### src/mfpr_pkg.sv
// Constants for the multifunction pin routing block
// Contract
// Output register bits 4..0 drive general outputs 0..4; readable and writable. Only bits 1 and 4 reach a terminal (terminals 1 and 5).
// Output register bits 7..5 read zero; writes there are ignored.
// Output levels clear only on global reset, not other resets.
// Routing register holds seven 4-bit selectors, terminal 0 lowest nibble.
// Routing resets to 0x00001000; default may come from serial EEPROM.
// Routing bits 31..28 read zero and are not writable.
// Terminal 0 codes: input0, PWM, IRQ9, IRQ10, LED, event, IRQ15.
// Terminal 1 codes: input1, output1, INTB, IRQ3/5/9/10/15, LEDs, PWM, event.
// Terminal 2 codes: PWM, IRQ10, ring out, test_multiplexer, event, IRQ7.
// Terminal 3: 0000 reserved; upper codes map IRQ8..IRQ15; code 1011 (IRQ11) left undriven.
// Terminal 4 codes: input3, PWM, IRQ9, INTD, ring, socket LED, event, IRQ15.
// Terminal 5 codes: input4, output4, IRQ3/9/15, PWM, LEDs, event.
// Terminal 6: 0000 reserved; upper codes map IRQ8..IRQ15; code 1011 (IRQ11) left undriven.
// Selectors return to defaults only on global reset.
// Software should program routing once at power-on.
// Event output asserts when any status bit and its enable are set.
// Reserved selector code leaves terminal undriven, treated as unused input.
`default_nettype none
package mfpr_pkg;
   localparam logic [7:0] MFPR_OFS_GPO = 8'h8B;
   localparam logic [7:0] MFPR_OFS_ROUTE = 8'h8C;
   localparam int MFPR_GPO_W = 5;
   localparam int MFPR_NPIN = 7;
   localparam int MFPR_SEL_W = 4;
   localparam int MFPR_SEL_USED = 28;
   localparam logic [4:0] MFPR_GPO_RST = 5'h00;
   localparam logic [27:0] MFPR_ROUTE_RST = 28'h0001000;
   // Selector codes
   localparam logic [3:0] SEL_C0 = 4'h0;
   localparam logic [3:0] SEL_C1 = 4'h1;
   localparam logic [3:0] SEL_C2 = 4'h2;
   localparam logic [3:0] SEL_C3 = 4'h3;
   localparam logic [3:0] SEL_C4 = 4'h4;
   localparam logic [3:0] SEL_C5 = 4'h5;
   localparam logic [3:0] SEL_C8 = 4'h8;
   localparam logic [3:0] SEL_C9 = 4'h9;
   localparam logic [3:0] SEL_CA = 4'hA;
   localparam logic [3:0] SEL_CC = 4'hC;
   localparam logic [3:0] SEL_CD = 4'hD;
   localparam logic [3:0] SEL_CE = 4'hE;
   localparam logic [3:0] SEL_CF = 4'hF;
   // Interrupt line indices in the 16-bit IRQ vector
   localparam int IRQ3 = 3;
   localparam int IRQ5 = 5;
   localparam int IRQ7 = 7;
   localparam int IRQ8 = 8;
   localparam int IRQ9 = 9;
   localparam int IRQ10 = 10;
   localparam int IRQ12 = 12;
   localparam int IRQ13 = 13;
   localparam int IRQ14 = 14;
   localparam int IRQ15 = 15;
endpackage
`default_nettype wire

### src/mfpr_top.sv
// Multifunction terminal routing with general output register
`default_nettype none
module mfpr_top (
   input wire logic I_CLK_SYS,
   input wire logic I_SRST,
   input wire logic i_global_reset_n,
   input wire logic i_eeprom_load,
   input wire logic [27:0] i_eeprom_route,
   input wire logic [7:0] i_cfg_addr,
   input wire logic i_cfg_wr,
   input wire logic [3:0] i_cfg_be,
   input wire logic [31:0] i_cfg_wdata,
   output logic [31:0] o_cfg_rdata,
   input wire logic [7:0] i_event_status,
   input wire logic [7:0] i_event_enable,
   input wire logic [15:0] i_irq,
   input wire logic i_intb,
   input wire logic i_intd,
   input wire logic i_card_audio_pwm,
   input wire logic i_activity_led_a,
   input wire logic i_host_led,
   input wire logic i_socket_led,
   input wire logic i_ring_indicate_out,
   input wire logic i_test_multiplexer,
   input wire logic [6:0] i_pin,
   output logic [6:0] o_pin,
   output logic [6:0] o_pin_oe,
   output logic [4:0] o_gen_input
);
   import mfpr_pkg::*;

   logic global_reset_q;
   logic [4:0] gpo_q;
   logic [4:0] gpo_d;
   logic [27:0] route_q;
   logic [27:0] route_d;
   logic [6:0] pin_d;
   logic [6:0] oe_d;
   logic [4:0] gin_d;
   logic [31:0] rdata_d;
   logic event_out;
   logic [3:0] sel [MFPR_NPIN];

   // Registered global reset, active high internally
   always_ff @(posedge I_CLK_SYS) begin
      global_reset_q <= ~i_global_reset_n;
   end

   // Register decode; byte address selects the register, lane 0 base
   wire hit_gpo = (i_cfg_addr == MFPR_OFS_GPO);
   wire hit_route = (i_cfg_addr == MFPR_OFS_ROUTE);
   wire wr_gpo = i_cfg_wr & hit_gpo & i_cfg_be[0];
   wire wr_route = i_cfg_wr & hit_route;

   // Next output levels; only low five bits stored
   assign gpo_d = wr_gpo ? i_cfg_wdata[4:0] : gpo_q;

   // Routing register byte-lane write, top nibble never stored
   always_comb begin
      route_d = route_q;
      if (wr_route) begin
         if (i_cfg_be[0]) route_d[7:0] = i_cfg_wdata[7:0];
         if (i_cfg_be[1]) route_d[15:8] = i_cfg_wdata[15:8];
         if (i_cfg_be[2]) route_d[23:16] = i_cfg_wdata[23:16];
         if (i_cfg_be[3]) route_d[27:24] = i_cfg_wdata[27:24];
      end
      if (i_eeprom_load) begin
         route_d = i_eeprom_route;
      end
   end

   // Registers cleared by global reset only; I_SRST leaves them alone
   always_ff @(posedge I_CLK_SYS) begin
      if (global_reset_q) begin
         gpo_q <= MFPR_GPO_RST;
         route_q <= MFPR_ROUTE_RST;
      end else begin
         gpo_q <= gpo_d;
         route_q <= route_d;
      end
   end

   // Selector field split
   genvar g;
   generate
      for (g = 0; g < MFPR_NPIN; g++) begin : g_sel
         assign sel[g] = route_q[g*MFPR_SEL_W +: MFPR_SEL_W];
      end
   endgenerate

   // Event output, active low on the pin
   assign event_out = |(i_event_status & i_event_enable);

   // Per-terminal mux: returns {drive, level}; reserved codes not driven
   function automatic logic [1:0] pin_mux(input int pin, input logic [3:0] s);
      logic [1:0] r;
      r = 2'b00;
      unique case (pin)
         0: begin
            if (s == SEL_C8) r = {1'b1, i_card_audio_pwm};
            else if (s == SEL_C9) r = {1'b1, i_irq[IRQ9]};
            else if (s == SEL_CA) r = {1'b1, i_irq[IRQ10]};
            else if (s == SEL_CC) r = {1'b1, i_activity_led_a};
            else if (s == SEL_CE) r = {1'b1, ~event_out};
            else if (s == SEL_CF) r = {1'b1, i_irq[IRQ15]};
         end
         1: begin
            if (s == SEL_C1) r = {1'b1, gpo_q[1]};
            else if (s == SEL_C2) r = {1'b1, i_intb};
            else if (s == SEL_C3) r = {1'b1, i_irq[IRQ3]};
            else if (s == SEL_C4) r = {1'b1, i_host_led};
            else if (s == SEL_C5) r = {1'b1, i_irq[IRQ5]};
            else if (s == SEL_C8) r = {1'b1, i_card_audio_pwm};
            else if (s == SEL_C9) r = {1'b1, i_irq[IRQ9]};
            else if (s == SEL_CA) r = {1'b1, i_irq[IRQ10]};
            else if (s == SEL_CC) r = {1'b1, i_activity_led_a};
            else if (s == SEL_CE) r = {1'b1, ~event_out};
            else if (s == SEL_CF) r = {1'b1, i_irq[IRQ15]};
         end
         2: begin
            if (s == SEL_C8) r = {1'b1, i_card_audio_pwm};
            else if (s == SEL_CA) r = {1'b1, i_irq[IRQ10]};
            else if (s == SEL_CC) r = {1'b1, i_ring_indicate_out};
            else if (s == SEL_CD) r = {1'b1, i_test_multiplexer};
            else if (s == SEL_CE) r = {1'b1, ~event_out};
            else if (s == SEL_CF) r = {1'b1, i_irq[IRQ7]};
         end
         4: begin
            if (s == SEL_C8) r = {1'b1, i_card_audio_pwm};
            else if (s == SEL_C9) r = {1'b1, i_irq[IRQ9]};
            else if (s == SEL_CA) r = {1'b1, i_intd};
            else if (s == SEL_CC) r = {1'b1, i_ring_indicate_out};
            else if (s == SEL_CD) r = {1'b1, i_socket_led};
            else if (s == SEL_CE) r = {1'b1, ~event_out};
            else if (s == SEL_CF) r = {1'b1, i_irq[IRQ15]};
         end
         5: begin
            if (s == SEL_C1) r = {1'b1, gpo_q[4]};
            else if (s == SEL_C3) r = {1'b1, i_irq[IRQ3]};
            else if (s == SEL_C8) r = {1'b1, i_card_audio_pwm};
            else if (s == SEL_C9) r = {1'b1, i_irq[IRQ9]};
            else if (s == SEL_CC) r = {1'b1, i_activity_led_a};
            else if (s == SEL_CD) r = {1'b1, i_socket_led};
            else if (s == SEL_CE) r = {1'b1, ~event_out};
            else if (s == SEL_CF) r = {1'b1, i_irq[IRQ15]};
         end
         default: begin
            if (s == SEL_C8) r = {1'b1, i_irq[IRQ8]};
            else if (s == SEL_C9) r = {1'b1, i_irq[IRQ9]};
            else if (s == SEL_CA) r = {1'b1, i_irq[IRQ10]};
            else if (s == SEL_CC) r = {1'b1, i_irq[IRQ12]};
            else if (s == SEL_CD) r = {1'b1, i_irq[IRQ13]};
            else if (s == SEL_CE) r = {1'b1, i_irq[IRQ14]};
            else if (s == SEL_CF) r = {1'b1, i_irq[IRQ15]};
         end
      endcase
      return r;
   endfunction

   // Terminal drive and enable; a process, so source changes re-run the mux
   always_comb begin
      for (int k = 0; k < MFPR_NPIN; k++) begin
         {oe_d[k], pin_d[k]} = pin_mux(k, sel[k]);
      end
   end

   // General inputs sampled from terminals set as inputs, else zero
   assign gin_d[0] = (sel[0] == SEL_C0) & i_pin[0];
   assign gin_d[1] = (sel[1] == SEL_C0) & i_pin[1];
   assign gin_d[2] = 1'b0;
   assign gin_d[3] = (sel[4] == SEL_C0) & i_pin[4];
   assign gin_d[4] = (sel[5] == SEL_C0) & i_pin[5];

   // Read data; upper bits zero
   assign rdata_d = hit_gpo ? {27'h0000000, gpo_q} :
                    hit_route ? {4'h0, route_q} : 32'h00000000;

   // Output flops
   always_ff @(posedge I_CLK_SYS) begin
      if (I_SRST | global_reset_q) begin
         o_pin <= 7'h00;
         o_pin_oe <= 7'h00;
         o_gen_input <= 5'h00;
         o_cfg_rdata <= 32'h00000000;
      end else begin
         o_pin <= pin_d;
         o_pin_oe <= oe_d;
         o_gen_input <= gin_d;
         o_cfg_rdata <= rdata_d;
      end
   end

   AST_GPO_WRITE: assert property (@(posedge I_CLK_SYS) disable iff (global_reset_q)
      wr_gpo |=> gpo_q == $past(i_cfg_wdata[4:0])) else $error("gpo write lost");
   AST_GPO_RD: assert property (@(posedge I_CLK_SYS) disable iff (I_SRST | global_reset_q)
      hit_gpo |=> o_cfg_rdata[31:5] == 27'h0000000) else $error("gpo upper nonzero");
   AST_GPO_KEEP: assert property (@(posedge I_CLK_SYS)
      (I_SRST & !global_reset_q & !wr_gpo) |=> $stable(gpo_q)) else $error("gpo lost");
   AST_ROUTE_RST: assert property (@(posedge I_CLK_SYS)
      global_reset_q |=> route_q == MFPR_ROUTE_RST) else $error("route reset");
   AST_ROUTE_KEEP: assert property (@(posedge I_CLK_SYS)
      (I_SRST & !global_reset_q & !wr_route & !i_eeprom_load) |=> $stable(route_q))
      else $error("route lost");
   AST_ROUTE_TOP: assert property (@(posedge I_CLK_SYS) disable iff (I_SRST | global_reset_q)
      hit_route |=> o_cfg_rdata[31:28] == 4'h0) else $error("route top");
   AST_EVENT: assert property (@(posedge I_CLK_SYS) disable iff (I_SRST | global_reset_q)
      (sel[0] == SEL_CE) |=> o_pin_oe[0] && o_pin[0] == !$past(event_out))
      else $error("event pin");
   AST_RSVD: assert property (@(posedge I_CLK_SYS) disable iff (I_SRST | global_reset_q)
      (sel[3] == SEL_C0) |=> !o_pin_oe[3]) else $error("reserved driven");
   AST_ROUTE_WR: assert property (@(posedge I_CLK_SYS) disable iff (global_reset_q)
      (wr_route & (i_cfg_be == 4'hF) & !i_eeprom_load) |=> route_q == $past(i_cfg_wdata[27:0]))
      else $error("route write lost");
   AST_IRQ12_T3: assert property (@(posedge I_CLK_SYS) disable iff (I_SRST | global_reset_q)
      (sel[3] == SEL_CC) |=> o_pin_oe[3] && o_pin[3] == $past(i_irq[IRQ12]))
      else $error("terminal 3 irq");
endmodule
`default_nettype wire

### config.mk
export PLATFORM = sky130hd
export DESIGN_NAME = mfpr_top
export DESIGN_NICKNAME = d
export VERILOG_FILES = /design/src/mfpr_pkg.sv /design/src/mfpr_top.sv
export SDC_FILE = /design/constraint.sdc
export NUM_CORES = 1
export LEC_CHECK = 0
export ABC_AREA = 1
export BUFFER_PORTS_ARGS = -buffer_cell sky130_fd_sc_hd__clkbuf_2
export CAP_MARGIN = 0
export CORE_MARGIN = 5
export CORE_UTILIZATION = 30
export CTS_CLUSTER_SIZE = 20
export DETAILED_ROUTE_END_ITERATION = 6
export MAX_ROUTING_LAYER = met4
export PLACE_DENSITY_LB_ADDON = 0.15
export SLEW_MARGIN = 20
export SYNTH_ARGS = -nofsm -noshare
export SYNTH_HDL_FRONTEND = slang
export SYNTH_SLANG_ARGS = --single-unit
### constraint.sdc
create_clock -name I_CLK_SYS -period 1.9 [get_ports I_CLK_SYS]
set_input_delay 0.19 -clock I_CLK_SYS [delete_from_list [all_inputs] [get_ports I_CLK_SYS]]
set_output_delay 0.19 -clock I_CLK_SYS [all_outputs]
set_load 0.01 [all_outputs]
**Yosys cells after proc, flatten, opt, wreduce, memory -nomap -nowiden**

Index checks and enable logic that the tools add are counted.

- Memories kept: 0
- Output and inout port bits: 51
- RAM bits: 0
- Memory bits (read-only): 0
- Bits in latches: 0
- Register bits: 85

- Shifts and indexed selects: 0
- Multiplexer cells: 60
- Reductions and logical operators: 16
- Add/subtract/negate cells: 0
- Bitwise operators: 12
- Equality and inequality tests: 54
- Div/mod/pow operators: 0
- Order comparisons: 0
- Multipliers: 0

Operators with widths:

| operator | number |
|---|---|
| $eq 4x4->1 const B | 45 |
| $mux 2 | 52 |
| $mux 28 | 2 |
| $mux 8 | 3 |
| $eq 8x8->1 const B | 2 |
| $logic_not 4->1 | 4 |
| $eq 4x2->1 const B | 3 |
| $mux 5 | 2 |
| $reduce_bool 2->1 | 5 |
| $and 8x8->8 | 1 |
| $eq 4x1->1 const B | 2 |
| $eq 4x3->1 const B | 2 |
| $reduce_and 2->1 | 4 |
| $reduce_or 8->1 | 1 |
| $and 1x1->1 | 7 |
| $mux 4 | 1 |
| $not 1->1 | 3 |
| $reduce_or 3->1 | 1 |
| $reduce_or 2->1 | 1 |
| $or 1x1->1 | 1 |

**Longest topological paths before layout**

- Word-level depth: 13
- Depth in mapped cells: 11
- Gate-level depth less buffers: 11

**Worst setup path after synthesis**

No wires, ideal clock.

- Path kind: reg-to-reg
- Start: reg route_q[5]
- End: reg o_pin[1]
- Data required time: 1.791 ns
- Stages on the path, launching flop included: 10
- Setup time: 0.109 ns
- Setup slack: 0.758 ns
- Data arrival time: 1.033 ns
- Cells stage by stage: dfxtp_1 > inv_1 > nor2_1 > nand2_1 > nand2_1 > nand4_1 > nand2_1 > nand4_1 > nand2_1 > inv_1

- Cells in the longest elaborated chain, start to end: 12
- Elaborated cells between the ends (all ways): 22
- Classes of those cells: eq/ne: 11; mux: 11

RTL lines:

| item | line | RTL |
|---|---|---|
| start, declared | mfpr_top.sv:35 | `logic [27:0] route_q;` |
| start signal, assigned | mfpr_top.sv:79 | `route_q <= route_d;` |
| $eq 4x4->1 | n/a |  |
| $mux 2 | mfpr_top.sv:118 | `else if (s == SEL_CF) r = {1'b1, i_irq[IRQ15]};` |
| $mux 2 | mfpr_top.sv:117 | `else if (s == SEL_CE) r = {1'b1, ~event_out};` |
| $mux 2 | mfpr_top.sv:116 | `else if (s == SEL_CC) r = {1'b1, i_activity_led_a};` |
| $mux 2 | mfpr_top.sv:115 | `else if (s == SEL_CA) r = {1'b1, i_irq[IRQ10]};` |
| $mux 2 | mfpr_top.sv:114 | `else if (s == SEL_C9) r = {1'b1, i_irq[IRQ9]};` |
| $mux 2 | mfpr_top.sv:113 | `else if (s == SEL_C8) r = {1'b1, i_card_audio_pwm};` |
| $mux 2 | mfpr_top.sv:112 | `else if (s == SEL_C5) r = {1'b1, i_irq[IRQ5]};` |
| $mux 2 | mfpr_top.sv:111 | `else if (s == SEL_C4) r = {1'b1, i_host_led};` |
| $mux 2 | mfpr_top.sv:110 | `else if (s == SEL_C3) r = {1'b1, i_irq[IRQ3]};` |
| $mux 2 | mfpr_top.sv:109 | `else if (s == SEL_C2) r = {1'b1, i_intb};` |
| $mux 2 * | mfpr_top.sv:108 | `if (s == SEL_C1) r = {1'b1, gpo_q[1]};` |
| end signal, assigned | mfpr_top.sv:186 | `o_pin <= pin_d;` |
| end, declared | mfpr_top.sv:26 | `output logic [6:0] o_pin,` |

Mark *: on every way between the ends. The rest lies on a longest branch, timed or not.
A chain may end at the register's enable or synchronous reset.

**Worst setup path in the final report**

- Start: reg global_reset_q
- End: reg o_pin_oe[4]

- Cells in the longest elaborated chain, start to end: 1

RTL lines:

| item | line | RTL |
|---|---|---|
| start, declared | mfpr_top.sv:32 | `logic global_reset_q;` |
| start signal, assigned | mfpr_top.sv:46 | `global_reset_q <= ~i_global_reset_n;` |
| $or 1x1->1 | mfpr_top.sv:180 | `if (I_SRST \| global_reset_q) begin` |
| end signal, assigned | mfpr_top.sv:182 | `o_pin_oe <= 7'h00;` |
| end signal, assigned | mfpr_top.sv:187 | `o_pin_oe <= oe_d;` |
| end, declared | mfpr_top.sv:27 | `output logic [6:0] o_pin_oe,` |

Every way passes these cells.

==> results.py <==
metrics = {
    "hold_path": {
        "hold_path.class": "in2reg",
        "hold_start": "i_pin[1]",
    },
    "timing": {
        "fin_crit_sh_pct": 79.1,
        "fmax_ghz": 0.665,
        "timing.final.ws_setup_ns": 0.397,
        "hold_viol_final": 0,
        "rsz0062_at_grt": "false",
        "setup_viol": 0,
        "whs_ns": 0.0830,
        "setup_tns_ns": 0,
        "slew_viol_final": 0,
        "min_period_ns": 1.50,
        "fin_skew_ns": 0.00498,
    },
    "finish": {
        "num_antenna_cells": 0,
        "stdcell_area_sq_um": 4750,
        "area_growth_syn_to_layout_pct": 33.7,
        "nets": 759,
        "drive_above_1_share_pct": 31.0,
    },
    "global_route": {
        "grt_max_degree": 32,
        "antenna_found_initial": 0,
        "first_global_vias": 3815,
        "gr-total-overflow": 0,
        "grt_pass1_wl_microns": 18700,
        "grt_usage_pct": 17.0,
    },
    "clock_tree": {
        "cts-buffers-inserted": 9,
        "tritoncts": "done",
        "htree_levels": 3,
        "cts_setup_buffers": 0,
        "clk_pin_slew_ns": 0.06,
        "cts_root_buf": "clkbuf_16",
        "insertion_delay_ns": 0.33,
        "clockBufferDepth": 2,
        "cts.sinks": 80,
    },
    "worst_setup_path": {
        "worstSetupStartpointType": "register",
        "worst_ep_arrival_time_ns": 1.74,
        "crit_path_end_kind": "register",
        "crit_required_ns": 2.14,
        "crit_type": "reg2reg",
        "worstPathMaxFanout": 9,
        "crit_start": "global_reset_q",
        "reg2reg_from": "global_reset_q",
    },
    "route": {
        "drt_pass1_iterations": 4,
        "vias_per_cell": 4.74,
        "post-route-drc-count": 0,
        "wl_per_cell_microns": 14.6,
        "drt_iter0_drc": 205,
        "drt-total-wl_microns": 11400,
        "num_vias": 3703,
        "antenna_left": 0,
    },
    "synth": {
        "synth-seq-cells": 80,
        "synthFlopType": "dfxtp_1",
        "synth.top_cells.by_area": "dfxtp_1 45%, nand2_1 10%, nor2_1 6.0%",
        "yosysWarningCount": 0,
        "avgSynthCellArea_sq_um": 7.47,
        "netlist_instances": 476,
        "yosysUniqueCellTypes": 37,
        "async_flop_share_pct": 0,
        "synth_top_area_cell": "dfxtp_1",
        "netlist_area_sq_um": 3550,
        "synth_top_area_share_pct": 45.1,
        "synth_edf_count": 0,
        "ys_seq_area_share_pct": 45.1,
    },
    "place": {
        "dpl.hpwl_microns": 8970,
        "routabilityCongestion": 0.825,
        "pre_cts_slack_ns": 0.333,
        "place_area_sq_um": 4450,
        "io_buffer_count": 156,
    },
    "floorplan": {
        "core_sq_um": 11500,
        "die_area_sq_um": 14100,
        "die_w_microns": 119,
        "start_util_pct": 30.9,
        "io_pins": 175,
        "row_count": 39,
        "die_y_microns": 119,
    },
    "outcome": {
        "status": "finished clean",
    },
    "pwr": {
        "p_per_area_nw_per_um2": 833,
        "p_leak_nw": 2.34,
        "peakVddDrop_mv": 0.323,
    },
    "flow_run": {
        "cap_viol_max_count": 0,
    },
}
[worst paths after layout]
path,endpoint,slack (ns),cells after the start
setup reg to reg,o_pin_oe[4],0.40,3
setup / recovery,o_pin_oe[4],0.40,3
hold reg to reg,route_q[2],0.48,1
hold / removal,o_gen_input[1],0.08,3
[worst max-delay path, stage by stage (launching register included)]
cell and delay (ns):
dfxtp_1 0.34, nor2_1 0.32, clkinv_1 0.44, a311oi_1 0.31
[timing repair]
action | 4_1_cts | 5_1_grt
gates resized for setup | 0 | 0
hold buffers | 1 | 0
hold endpoints to repair | 1 | 0
endpoints found under the setup margin | 0 | 0
[per-layer routing]
layer | vias up | routed length, microns | track usage, %
met2 | 124 | 5520 | 28.5
met4 | 0 | 170 | 5.29
li1 | 1906 | - | -
met1 | 1659 | 5050 | 20.1
met3 | 14 | 693 | 4.12
met5 | - | 0 | -
[area by class of cell]
cell class	instances	area [sq um]
inverters	53	199
repair buffers	165	851
multi-input cells	326	1630
fillers	1190	6770
well taps	143	179
clock inverters	4	45.0
flip-flops and latches	80	1600
clock buffers	11	243
[sequential cells by signal, summed over array words and instances, names as in the netlist]
register and count:
o_pin_oe 7, global_reset_q 1, gpo_q 5, o_gen_input 4, o_cfg_rdata 28, o_pin 7, route_q 28
[synthesized netlist by cell type (4+ instances only)]
cell type	number
o21ai_0	36
buf_4	6
nand4_1	12
dfxtp_1	80
a31oi_1	24
nand2_4	4
a311oi_1	4
nand2_1	96
nand3_1	26
a21oi_1	19
nor3_1	8
o211ai_1	4
inv_1	51
o21ai_1	5
clkbuf_1	7
nor2_1	57
a211oi_1	4
nand2_2	5
[metrics by stage]
stage	total power, mW	std cells	utilization [%]
4_1_cts	4.01	782	41.2
6_report	3.96	782	41.2
3_3_place_gp	2.30	766	38.7
2_1_floorplan	2.09	480	-
3_5_place_dp	2.31	766	38.7
5_1_grt	4.14	782	41.2
[where the power goes]
| part | internal, mW | total (mW) | leakage (nW) | switching (mW) |
|---|---|---|---|---|
| Clock | 1.04 | 1.69 | 0.145 | 0.648 |
| Sequential | 1.73 | 1.79 | 0.653 | 0.0563 |
| Combinational | 0.197 | 0.481 | 1.54 | 0.284 |
[logic make-up (layout without fill, tap and decap cells)]
| family | count (synthesis) | in the layout | synth area share, % |
|---|---|---|---|
| other | 1 | 5 | 0.106 |
| buffers and inverters | 74 | 233 | 9.44 |
| AOI/OAI and AO/OA | 108 | 108 | 18.5 |
| DFF | 80 | 80 | 45.1 |
| and+or+nand+nor | 213 | 213 | 26.9 |
[cells in the final DEF, fill, tap and decap left out, drive strengths merged]
master       count
clkbuf         167
nand2          105
dfxtp           80
nor2            58
inv             52
o21ai           44
a31oi           27
nand3           26
a21oi           19
nand4           12
nor3            10
buf              8
conb             5
a211oi           4
a311oi           4
o211ai           4
clkinv           4
o31ai            2
nor3b            1
or2              1
a21o             1
o211a            1
o22ai            1
a211o            1
bufinv           1
dlygate4sd3      1
No activity file was read; power rests on OpenSTA's default activity.
